[config.mk]
export PLATFORM = sky130hd
export DESIGN_NAME = ccr_top
export DESIGN_NICKNAME = d
export VERILOG_FILES = /design/src/shared/ccr_pkg.sv /design/src/shared/ccr_trk_if.sv /design/src/rtl/ccr_sync.sv /design/src/rtl/ccr_trickle.sv /design/src/rtl/ccr_top.sv
export VERILOG_INCLUDE_DIRS = /design/src /design/src/shared
export SDC_FILE = /design/constraint.sdc
export NUM_CORES = 1
export LEC_CHECK = 0
export BUFFER_PORTS_ARGS = -buffer_cell sky130_fd_sc_hd__buf_4
export CAP_MARGIN = 25
export CORE_MARGIN = 10
export CORE_UTILIZATION = 38
export CTS_BUF_LIST = sky130_fd_sc_hd__clkbuf_8
export DETAILED_ROUTE_END_ITERATION = 8
export GPL_TIMING_DRIVEN = 1
export SYNTH_ARGS = -nofsm -noshare
export SYNTH_HDL_FRONTEND = slang
export SYNTH_SLANG_ARGS = --single-unit
[constraint.sdc]
create_clock -name core_clk -period 5.2 [get_ports core_clk]
set_input_delay 0.78 -clock core_clk [delete_from_list [all_inputs] [get_ports core_clk]]
set_output_delay 0.78 -clock core_clk [all_outputs]
set_load 0.03 [all_outputs]
[src/shared/ccr_cfg.svh]
/*
 Constants of the charger command registers: command codes, target address,
 field positions, reset values and set-point limits.
 Assumes inclusion by bare name from shared/.
*/
`ifndef CCR_CFG_SVH
`define CCR_CFG_SVH

// Target address and command codes
`define CCR_TARGET_ADDR 7'h09
`define CCR_CMD_CTRL 8'h12
`define CCR_CMD_CURR 8'h14
`define CCR_CMD_VOLT 8'h15
`define CCR_CMD_ALARM 8'h16

// Control word fields
`define CCR_BIT_SUPPRESS 0
`define CCR_BIT_RESTORE 2
`define CCR_BIT_ATTACH_MASK 5
`define CCR_BIT_SUPPLY_MASK 6
`define CCR_BIT_HALT 10

// Reset and restore values
`define CCR_CTRL_RST 16'h0440
`define CCR_VOLT_RST 16'hfff0
`define CCR_CURR_RST 16'h000c
`define CCR_VOLT_RESTORE 16'hffff
`define CCR_CURR_RESTORE 16'h00c0

// Voltage and current limits
`define CCR_VOLT_MIN 16'h0010
`define CCR_DAC_FULL 10'h3ff
`define CCR_TRK_FULL 5'h1f
`define CCR_TRK_THRESH 16'h0020
`define CCR_CURR_MAX_GND 16'h03ff
`define CCR_CURR_MAX_OPEN 16'h07ff
`define CCR_CURR_MAX_VL 16'h0fff

`endif

[src/shared/ccr_pkg.sv]
/*
 Types of the charger command registers.
 Assumes nothing beyond a SystemVerilog compiler.
*/
package ccr_pkg;
	typedef enum logic [2:0] {SM_IDLE, SM_ADDR, SM_CMD, SM_LOW, SM_HIGH, SM_SKIP} ccr_smb_state_t;
	typedef enum logic [1:0] {RNG_GND, RNG_OPEN, RNG_VL} ccr_range_t;
endpackage

[src/shared/ccr_trk_if.sv]
/*
 Settings and results passed between the register top and the
 trickle and switcher enable logic.
 Assumes both ends share one clock.
*/
`timescale 1ns/1ns
`default_nettype none
interface ccr_trk_if;
	logic [15:0] currentWord;
	logic [15:0] voltageWord;
	logic suppressed;
	logic lockout;
	logic thermalStop;
	logic loopLow;
	logic notReg;
	logic [4:0] code;
	logic trickleOn;
	logic switcherOn;
	modport ctrl(output currentWord, voltageWord, suppressed, lockout, thermalStop, loopLow,
		notReg, input code, trickleOn, switcherOn);
	modport calc(input currentWord, voltageWord, suppressed, lockout, thermalStop, loopLow,
		notReg, output code, trickleOn, switcherOn);
endinterface
`default_nettype wire

[src/rtl/ccr_sync.sv]
/*
 Two-stage synchroniser for a group of asynchronous inputs.
 Assumes the inputs are levels that stay for several clocks.
*/
`timescale 1ns/1ns
`default_nettype none
module ccr_sync #(
	parameter int W = 1
) (
	// Clock and reset
	input wire logic core_clk,
	input wire logic rst_n,
	// Levels
	input wire logic [W-1:0] asyncIn,
	output logic [W-1:0] syncOut
);
	logic [W-1:0] meta_r;

	genvar i;
	for (i = 0; i < W; i++) begin : g_bit
		always_ff @(posedge core_clk or negedge rst_n) begin
			if (!rst_n) begin
				meta_r[i] <= 1'b0;
				syncOut[i] <= 1'b0;
			end else begin
				meta_r[i] <= asyncIn[i];
				syncOut[i] <= meta_r[i];
			end
		end
	end
endmodule // ccr_sync
`default_nettype wire

[src/rtl/ccr_trickle.sv]
/*
 Trickle source code and the two charge-path enables.
 Assumes settings arrive from registers on the same clock.
*/
`timescale 1ns/1ns
`default_nettype none
`include "ccr_cfg.svh"
module ccr_trickle import ccr_pkg::*; (
	// Clock and reset
	input wire logic core_clk,
	input wire logic rst_n,
	// Settings and results
	ccr_trk_if.calc trk
);
	logic kill;
	logic loopCut;
	logic big;

	// Any of these holds both paths off
	assign kill = trk.suppressed | trk.lockout | trk.thermalStop |
		(trk.currentWord == 16'h0000) | (trk.voltageWord < `CCR_VOLT_MIN);
	assign loopCut = trk.loopLow & ~trk.notReg;
	assign big = trk.currentWord >= `CCR_TRK_THRESH;

	always_ff @(posedge core_clk or negedge rst_n) begin
		if (!rst_n) begin
			trk.code <= 5'h00;
			trk.trickleOn <= 1'b0;
			trk.switcherOn <= 1'b0;
		end else begin
			trk.trickleOn <= ~kill & ~loopCut;
			trk.switcherOn <= ~kill & big;
			if (kill || loopCut) begin
				trk.code <= 5'h00;
			end else if (big) begin
				trk.code <= `CCR_TRK_FULL;
			end else begin
				trk.code <= trk.currentWord[4:0];
			end
		end
	end

	AST_THERMAL_ZERO: assert property (@(posedge core_clk) disable iff (!rst_n)
		trk.thermalStop |=> trk.code == 5'h00 && !trk.trickleOn)
		else $error("Trickle source active during thermal stop");
	AST_FULL_SCALE: assert property (@(posedge core_clk) disable iff (!rst_n)
		(!kill && !loopCut && big) |=> trk.code == 5'h1f && trk.switcherOn)
		else $error("Large setting did not give full-scale trickle");
	AST_LOOP_CUT: assert property (@(posedge core_clk) disable iff (!rst_n)
		(trk.loopLow && !trk.notReg) |=> trk.code == 5'h00)
		else $error("Trickle not shut off on voltage loop low");
	AST_ZERO_SET: assert property (@(posedge core_clk) disable iff (!rst_n)
		(trk.currentWord == 16'h0000 || trk.suppressed) |=> !trk.trickleOn && !trk.switcherOn)
		else $error("Charge path on with zero or suppressed setting");
endmodule // ccr_trickle
`default_nettype wire

[src/rtl/ccr_top.sv]
/*
 Command registers of a battery charger controller: a write-only SMBus
 target, the control, voltage and current words, and the derived outputs.
 Assumes SMBus pins and analog flags arrive asynchronously, and an external
 pad resolves the open-drain data line from smbDataOe.
*/
`timescale 1ns/1ns
`default_nettype none
`include "ccr_cfg.svh"

// Functional notes
// - control word written by write-word command 0x12, data bit 0 to bit 0
// - cell absent forces overtemp halt enable to one
// - voltage set point written by command 0x15, millivolts
// - voltage bits 3..0 ignored, bits 13..4 form the DAC code
// - bit 15 or 14 set forces DAC to all ones and flags overrange
// - voltage word resets to 0xfff0 and returns there while cell absent
// - current set point written by command 0x14, milliamps
// - range strap limits current to 1.023, 2.047 or 4.095 A
// - control bit 0 suppresses charging and sets the suppressed flag
// - control bit 2 restores settings and clears warm and lockout latches
// - bits 5 and 6 mask attach and supply-loss edge events
// - control bit 10 lets a warm sensor stop charging
// - thermal stop is warm and halt enable and not underrange
// - current 1..31 drives trickle directly, 32 and above full scale
// - voltage loop low without not-regulated shuts off the trickle
// - volts-not-regulated follows the internal clamp
// - trickle and switcher paths each get their own enable
// - answers only at target address 0x09, never starts a transfer
module ccr_top import ccr_pkg::*; (
	// Clock and reset
	input wire logic core_clk,
	input wire logic rst_n,
	// SMBus pins
	input wire logic smbClkIn,
	input wire logic smbDataIn,
	output logic smbDataOut,
	output logic smbDataOe,
	// Analog status flags
	input wire logic cellAttachedIn,
	input wire logic warmSensorIn,
	input wire logic sensorUnderrangeIn,
	input wire logic voltLoopLowIn,
	input wire logic clampActiveIn,
	input wire logic supplyLossIn,
	input wire logic [1:0] rangeStrap,
	// Voltage path
	output logic [9:0] voltDacCode,
	output logic voltsOverrange,
	output logic voltsNotRegulated,
	// Current path
	output logic [15:0] currentLimit,
	output logic [4:0] trickleCode,
	output logic trickleOn,
	output logic switcherOn,
	// Status and events
	output logic chargingSuppressed,
	output logic overtempHaltEnable,
	output logic warmLatched,
	output logic alarmLockout,
	output logic thermalStop,
	output logic eventPulse
);
	logic [9:0] syncIn;
	logic [9:0] syncS;
	logic sclS;
	logic sdaS;
	logic cellS;
	logic warmS;
	logic urS;
	logic loopS;
	logic clampS;
	logic supS;
	ccr_range_t rangeS;
	logic sclD_r;
	logic sdaD_r;
	logic cellD_r;
	logic supD_r;
	logic sclRise;
	logic sclFall;
	logic startSeen;
	logic stopSeen;
	ccr_smb_state_t state_r;
	logic [3:0] bitCnt_r;
	logic [7:0] shift_r;
	logic [7:0] lowByte_r;
	logic [7:0] cmd_r;
	logic ackOe_r;
	logic accept;
	logic wrStb_r;
	logic [7:0] wrCmd_r;
	logic [15:0] wrData_r;
	logic ctrlWr;
	logic restore;
	logic [15:0] ctrl_r;
	logic [15:0] volt_r;
	logic [15:0] curr_r;
	logic warm_r;
	logic alarm_r;
	logic [9:0] dac_r;
	logic ovr_r;
	logic noReg_r;
	logic event_r;
	logic [15:0] limit_r;
	logic [15:0] maxCurr;

	ccr_trk_if trk ();

	// All pins pass two flip-flops before any logic
	assign syncIn = {rangeStrap, supplyLossIn, clampActiveIn, voltLoopLowIn,
		sensorUnderrangeIn, warmSensorIn, cellAttachedIn, smbDataIn, smbClkIn};

	ccr_sync #(.W(10)) u_sync (
		.core_clk(core_clk),
		.rst_n(rst_n),
		.asyncIn(syncIn),
		.syncOut(syncS)
	);

	assign sclS = syncS[0];
	assign sdaS = syncS[1];
	assign cellS = syncS[2];
	assign warmS = syncS[3];
	assign urS = syncS[4];
	assign loopS = syncS[5];
	assign clampS = syncS[6];
	assign supS = syncS[7];
	assign rangeS = ccr_range_t'(syncS[9:8]);

	// Edge history of the synchronised levels
	always_ff @(posedge core_clk or negedge rst_n) begin
		if (!rst_n) begin
			sclD_r <= 1'b1;
			sdaD_r <= 1'b1;
			cellD_r <= 1'b0;
			supD_r <= 1'b0;
		end else begin
			sclD_r <= sclS;
			sdaD_r <= sdaS;
			cellD_r <= cellS;
			supD_r <= supS;
		end
	end

	assign sclRise = sclS & ~sclD_r;
	assign sclFall = ~sclS & sclD_r;
	assign startSeen = sclS & sclD_r & sdaD_r & ~sdaS;
	assign stopSeen = sclS & sclD_r & ~sdaD_r & sdaS;

	// Whether the byte just shifted in earns an acknowledge
	always_comb begin
		case (state_r)
			SM_ADDR: accept = shift_r == {`CCR_TARGET_ADDR, 1'b0};
			SM_CMD: accept = shift_r == `CCR_CMD_CTRL || shift_r == `CCR_CMD_CURR ||
				shift_r == `CCR_CMD_VOLT || shift_r == `CCR_CMD_ALARM;
			SM_LOW: accept = 1'b1;
			SM_HIGH: accept = 1'b1;
			default: accept = 1'b0;
		endcase
	end

	// Write-word target; reads are not acknowledged, so the line is never driven high
	always_ff @(posedge core_clk or negedge rst_n) begin
		if (!rst_n) begin
			state_r <= SM_IDLE;
			bitCnt_r <= 4'h0;
			shift_r <= 8'h00;
			lowByte_r <= 8'h00;
			cmd_r <= 8'h00;
			ackOe_r <= 1'b0;
			wrStb_r <= 1'b0;
			wrCmd_r <= 8'h00;
			wrData_r <= 16'h0000;
		end else begin
			wrStb_r <= 1'b0;
			if (startSeen) begin
				state_r <= SM_ADDR;
				bitCnt_r <= 4'h0;
				ackOe_r <= 1'b0;
			end else if (stopSeen) begin
				state_r <= SM_IDLE;
				ackOe_r <= 1'b0;
			end else if (state_r != SM_IDLE) begin
				if (sclRise) begin
					bitCnt_r <= bitCnt_r + 4'h1;
					if (bitCnt_r < 4'h8) begin
						shift_r <= {shift_r[6:0], sdaS};
					end
				end else if (sclFall && bitCnt_r == 4'h8) begin
					ackOe_r <= accept;
					if (accept && state_r == SM_CMD) begin
						cmd_r <= shift_r;
					end
					if (state_r == SM_LOW) begin
						lowByte_r <= shift_r;
					end
					if (state_r == SM_HIGH) begin
						wrStb_r <= 1'b1;
						wrCmd_r <= cmd_r;
						wrData_r <= {shift_r, lowByte_r};
					end
				end else if (sclFall && bitCnt_r == 4'h9) begin
					ackOe_r <= 1'b0;
					bitCnt_r <= 4'h0;
					case (state_r)
						SM_ADDR: state_r <= ackOe_r ? SM_CMD : SM_SKIP;
						SM_CMD: state_r <= ackOe_r ? SM_LOW : SM_SKIP;
						SM_LOW: state_r <= SM_HIGH;
						default: state_r <= SM_SKIP;
					endcase
				end
			end
		end
	end

	// Open-drain data: only ever pulled low
	assign smbDataOut = 1'b0;
	assign smbDataOe = ackOe_r;

	assign ctrlWr = wrStb_r && wrCmd_r == `CCR_CMD_CTRL;
	assign restore = ctrlWr && wrData_r[`CCR_BIT_RESTORE];

	// Control word; halt enable held at one while no cell is attached
	always_ff @(posedge core_clk or negedge rst_n) begin
		if (!rst_n) begin
			ctrl_r <= `CCR_CTRL_RST;
		end else begin
			if (ctrlWr) begin
				ctrl_r <= wrData_r;
			end
			if (!cellS) begin
				ctrl_r[`CCR_BIT_HALT] <= 1'b1;
			end
		end
	end

	// Voltage word
	always_ff @(posedge core_clk or negedge rst_n) begin
		if (!rst_n) begin
			volt_r <= `CCR_VOLT_RST;
		end else if (!cellS) begin
			volt_r <= `CCR_VOLT_RST;
		end else if (restore) begin
			volt_r <= `CCR_VOLT_RESTORE;
		end else if (wrStb_r && wrCmd_r == `CCR_CMD_VOLT) begin
			volt_r <= wrData_r;
		end
	end

	// Current word; returns to its power-on value on removal
	always_ff @(posedge core_clk or negedge rst_n) begin
		if (!rst_n) begin
			curr_r <= `CCR_CURR_RST;
		end else if (!cellS) begin
			curr_r <= `CCR_CURR_RST;
		end else if (restore) begin
			curr_r <= `CCR_CURR_RESTORE;
		end else if (wrStb_r && wrCmd_r == `CCR_CMD_CURR) begin
			curr_r <= wrData_r;
		end
	end

	// Latched flags: a new set wins over a clear in the same cycle
	always_ff @(posedge core_clk or negedge rst_n) begin
		if (!rst_n) begin
			warm_r <= 1'b0;
			alarm_r <= 1'b0;
		end else begin
			warm_r <= warmS | (warm_r & cellS & ~restore);
			alarm_r <= (wrStb_r && wrCmd_r == `CCR_CMD_ALARM &&
				(wrData_r[15] || wrData_r[14] || wrData_r[12])) |
				(alarm_r & cellS & ~restore);
		end
	end

	// Voltage DAC code and overrange
	always_ff @(posedge core_clk or negedge rst_n) begin
		if (!rst_n) begin
			dac_r <= `CCR_DAC_FULL;
			ovr_r <= 1'b1;
		end else if (volt_r[15] || volt_r[14]) begin
			dac_r <= `CCR_DAC_FULL;
			ovr_r <= 1'b1;
		end else begin
			dac_r <= volt_r[13:4];
			ovr_r <= 1'b0;
		end
	end

	// Strap picks the largest current the switcher may be asked for
	always_comb begin
		case (rangeS)
			RNG_GND: maxCurr = `CCR_CURR_MAX_GND;
			RNG_OPEN: maxCurr = `CCR_CURR_MAX_OPEN;
			RNG_VL: maxCurr = `CCR_CURR_MAX_VL;
			default: maxCurr = `CCR_CURR_MAX_OPEN;
		endcase
	end

	// Clamp status, current limit and masked edge events
	always_ff @(posedge core_clk or negedge rst_n) begin
		if (!rst_n) begin
			noReg_r <= 1'b0;
			limit_r <= 16'h0000;
			event_r <= 1'b0;
		end else begin
			noReg_r <= clampS;
			limit_r <= (curr_r > maxCurr) ? maxCurr : curr_r;
			event_r <= (~ctrl_r[`CCR_BIT_ATTACH_MASK] & (cellS ^ cellD_r)) |
				(~ctrl_r[`CCR_BIT_SUPPLY_MASK] & (supS ^ supD_r));
		end
	end

	// Halt enable gates the warm flag; underrange means no usable sensor
	assign thermalStop = warm_r & ctrl_r[`CCR_BIT_HALT] & ~urS;

	assign trk.currentWord = curr_r;
	assign trk.voltageWord = volt_r;
	assign trk.suppressed = ctrl_r[`CCR_BIT_SUPPRESS];
	assign trk.lockout = alarm_r;
	assign trk.thermalStop = thermalStop;
	assign trk.loopLow = loopS;
	assign trk.notReg = noReg_r;

	ccr_trickle u_trickle (
		.core_clk(core_clk),
		.rst_n(rst_n),
		.trk(trk)
	);

	assign voltDacCode = dac_r;
	assign voltsOverrange = ovr_r;
	assign voltsNotRegulated = noReg_r;
	assign currentLimit = limit_r;
	assign trickleCode = trk.code;
	assign trickleOn = trk.trickleOn;
	assign switcherOn = trk.switcherOn;
	assign chargingSuppressed = ctrl_r[`CCR_BIT_SUPPRESS];
	assign overtempHaltEnable = ctrl_r[`CCR_BIT_HALT];
	assign warmLatched = warm_r;
	assign alarmLockout = alarm_r;
	assign eventPulse = event_r;

	AST_CTRL_WRITE: assert property (@(posedge core_clk) disable iff (!rst_n)
		(ctrlWr && cellS) |=> ctrl_r == $past(wrData_r))
		else $error("Control word not loaded from write");
	AST_HALT_FORCED: assert property (@(posedge core_clk) disable iff (!rst_n)
		!cellS |=> overtempHaltEnable)
		else $error("Halt enable not forced with cell absent");
	AST_VOLT_WRITE: assert property (@(posedge core_clk) disable iff (!rst_n)
		(wrStb_r && wrCmd_r == 8'h15 && cellS && !restore) |=> volt_r == $past(wrData_r))
		else $error("Voltage word not loaded");
	AST_DAC_CODE: assert property (@(posedge core_clk) disable iff (!rst_n)
		(!volt_r[15] && !volt_r[14]) |=> voltDacCode == $past(volt_r[13:4]) && !voltsOverrange)
		else $error("Voltage DAC code wrong");
	AST_OVERRANGE: assert property (@(posedge core_clk) disable iff (!rst_n)
		(volt_r[15] || volt_r[14]) |=> voltDacCode == 10'h3ff && voltsOverrange)
		else $error("Overrange not forced");
	AST_VOLT_REMOVED: assert property (@(posedge core_clk) disable iff (!rst_n)
		!cellS |=> volt_r == 16'hfff0 && curr_r == 16'h000c)
		else $error("Settings not restored on removal");
	AST_CURR_WRITE: assert property (@(posedge core_clk) disable iff (!rst_n)
		(wrStb_r && wrCmd_r == 8'h14 && cellS) |=> curr_r == $past(wrData_r))
		else $error("Current word not loaded");
	AST_RESTORE: assert property (@(posedge core_clk) disable iff (!rst_n)
		(restore && cellS && !warmS) |=> volt_r == 16'hffff && curr_r == 16'h00c0 && !warm_r)
		else $error("Restore bit did not reload settings");
	AST_EVENT: assert property (@(posedge core_clk) disable iff (!rst_n)
		(cellS != cellD_r && !ctrl_r[5]) |=> eventPulse)
		else $error("Unmasked attach edge gave no event");
	AST_NOT_REG: assert property (@(posedge core_clk) disable iff (!rst_n)
		clampS |=> voltsNotRegulated)
		else $error("Not-regulated flag does not follow clamp");
	AST_QUIET_IDLE: assert property (@(posedge core_clk) disable iff (!rst_n)
		(state_r == SM_IDLE || state_r == SM_SKIP) |-> !smbDataOe)
		else $error("Data line driven outside an addressed transfer");
endmodule // ccr_top
`default_nettype wire

==> impl_metrics.toml <==
[synth]
netlist.area_leader.share_pct = 50.8
synthArstFlopShare_pct = 100
synth_mux_area_share_pct = 15.2
syn-instance-count = 427
synth_top_family_by_area = "multiplexers"
synth_ff_type = "dfrtp_1"
synthSimpleGateAreaFrac_pct = 13.4
synth_compound_area_share_pct = 4.04
synth_edf_count = 0
synth_xor_xnor_area_share_pct = 0.583
synthAdderAreaFrac_pct = 1.04
ys_seq_elements = 151
synth_area_leaders = "dfrtp_1, dfstp_2, mux2_2"
netlist_area_sq_um = 6010
synth_seq_area_share_pct = 63.5
synth.avg_cell_area_sq_um = 14.1
synth_top_area_cell = "dfrtp_1"
synth.distinct_cells = 64
yosysWarningCount = 0

[routing]
drt_iter0_drc = 198
wl_microns = 11400
vias = 3434
routedWlPerCell_microns = 15.9
drtAntennaViolNets = 0
drt_pass1_iterations = 4
vias_per_cell = 4.78
drc = 0

[finish]
area_delta_synth_final_pct = 17.0
layout_common_cells = "dfrtp_1, buf_4, mux2i_1"
num_antenna_cells = 0
nets = 512
layout_commonest_cell = "dfrtp_1"
fill_cells = 1404
final_core_util_pct = 45.8
drive_above_1_share_pct = 37.8

[sta]
fin_tns_setup_ns = 0
setup_violations = 0
fin_crit_sh_pct = 44.4
fmax_ghz = 0.433
grt_setup_unrepaired = "no"
fin_crit_ns = 2.31
slew_headroom_pct = 51.8
final_hold_viol_count = 0
tightest_slew_ns = 0.719
slew_viol_final = 0
fin_skew_ns = 0.00789

[die]
io_pins = 55
start_util_pct = 39.1
die_w_microns = 146
fp.dieH_microns = 146
dieArea_sq_um = 21300
coreArea_sq_um = 15400
rows = 45

[clock_network]
cts_root_buf = "clkbuf_8"
postCtsHoldBufs = 0
clk_latency_ns = 0.44
h-tree-depth = 4
cts.sinks = 151
clkTransAtPathRegs_ns = 0.07
cts_resized = 0
cts_tree = "built"
cts_max_path_buffers = 2
numCtsBuffers = 17
postCtsSetupRepairBufs = 0

[place]
post-dp-hpwl_microns = 7760
portBuffers = 53
gp_congestion = 0.797

[worst_setup_path]
cp_cell_sequence = "nand2_1 -> or2_2 -> inv_1 -> buf_4"
worstPathArrival_ns = 1.53
crit_start = "ctrl_r[10]"
critPathBufInv = 2
crit_slowest_cell = "dfstp_2"
start_kind = "flip-flop"
cp-end-kind = "primary output"
worstReg2RegStart = "sclD_r"
critical_path_required_ns = 4.42
critPathTopFamily = "flip-flops"
path_class = "reg -> out"
cp_slowest_stage_delay_ns = 0.55
cp_max_fo = 3
worst-r2r-setup-slack_ns = 3.04

[power_and_ir_drop]
irDropWorstVdd_v = 0.000198
powerDensity_nw_per_um2 = 329
p_comb_share_pct = 8.1
pwr-share-clk_pct = 35.3
p_seq_share_pct = 56.6
leakage_nw = 3.26
p_switching_w = 0.000564
p_int_w = 0.00175
switching_share_pct = 24.4

[global_routing]
use_met1_pct = 14.4
grt-busiest-layer = "met2"
grt-ovfl-total = 0
grtUsageMet2_pct = 17.4
antenna_found_initial = 0
grt_pass1_wl_microns = 19400
grt_pass1_vias = 3531
grt_max_degree = 115
track_usage_pct = 11.3
use_met3_pct = 3.91

[job]
cap_violations = 0

[run_status]
status = "finished, final reports clean"

[hold_path]
hold_class = "in -> async"
## kinds of logic after synthesis
| kind of cell | after synthesis |
|---|---|
| other | 1 |
| adder cells (fa/ha/maj) | 5 |
| AND/OR/NAND/NOR | 126 |
| multiplexers | 78 |
| AO/OA/AOI/OAI | 36 |
| XOR/XNOR | 4 |
| flip-flops | 151 |
| buffers and inverters | 26 |
## through the flow
stage | total power (W) | area, sq um | worst slack [ns] | instances | hold WS (ns)
final | 0.00232 | 7030 | 2.89 | 719 | 0.261
after global placement | 0.00151 | 6630 | 2.93 | 685 | 0.334
after CTS | 0.00236 | 7010 | 2.84 | 718 | 0.354
after global routing | 0.00244 | 7030 | 2.79 | 719 | 0.259
after floorplan | 0.00143 | 6030 | 3.26 | 431 | 0.331
after detailed placement | 0.00152 | 6640 | 3.05 | 686 | 0.338
## cells in the mapped netlist (all sizes together), types with 4 or more instances
master	number
nor2	32
mux2	47
inv	12
or2	13
dfrtp	122
o21ai	7
nor2b	8
mux2i	31
buf	11
nand4	4
nor4	7
ha	5
nand2b	5
nor3	5
dfstp	29
nand2	21
or3	11
a21oi	7
## worst paths after layout
path | end | cells past startpoint
min reg2reg | u_sync.syncOut[7] | 0
max reg2reg | wrData_r[5] | 4
min | currentLimit[13] | 1
max in group asynchronous | ctrl_r[6] | 3
min in group core_clk | u_sync.syncOut[7] | 0
max | thermalStop | 4
## sequential cells by signal (all words and copies together) (netlist names), 3 cells and up
signal	cells
cmd_r	8
u_sync.meta_r	10
currentLimit	16
state_r	3
wrData_r	16
curr_r	16
u_sync.syncOut	10
voltDacCode	10
trk.voltageWord	12
lowByte_r	8
shift_r	8
wrCmd_r	8
ctrl_r	4
bitCnt_r	4
u_trickle.trk.code	5
## final cells by class
class / instances / area, sq um / area share [%]
well taps: 211 / 264 / 3.75
clock buffers: 22 / 303 / 4.30
multi-input cells: 254 / 2070 / 29.5
flip-flops and latches: 151 / 3810 / 54.2
clock inverters: 10 / 66.3 / 0.943
inverters: 12 / 45.0 / 0.640
repair buffers: 59 / 467 / 6.63
## power groups by stage
stage / combinational [W] / sequential, W / clock, W
6_report: 0.000187 / 0.00131 / 0.000818
5_1_grt: 0.000213 / 0.00132 / 0.000903
4_1_cts: 0.000190 / 0.00131 / 0.000855
3_5_place_dp: 0.000188 / 0.00133 / 0
3_3_place_gp: 0.000179 / 0.00133 / 0
2_1_floorplan: 0.000121 / 0.00131 / 0
## per-layer routing
layer  vias to the layer above  routed length (microns)
li1                       1625                        -
met1                      1745                     5410
met2                        53                     5480
met3                        11                      423
met4                         0                      127
met5                         -                        0
Power figures use the tool's default switching activity.
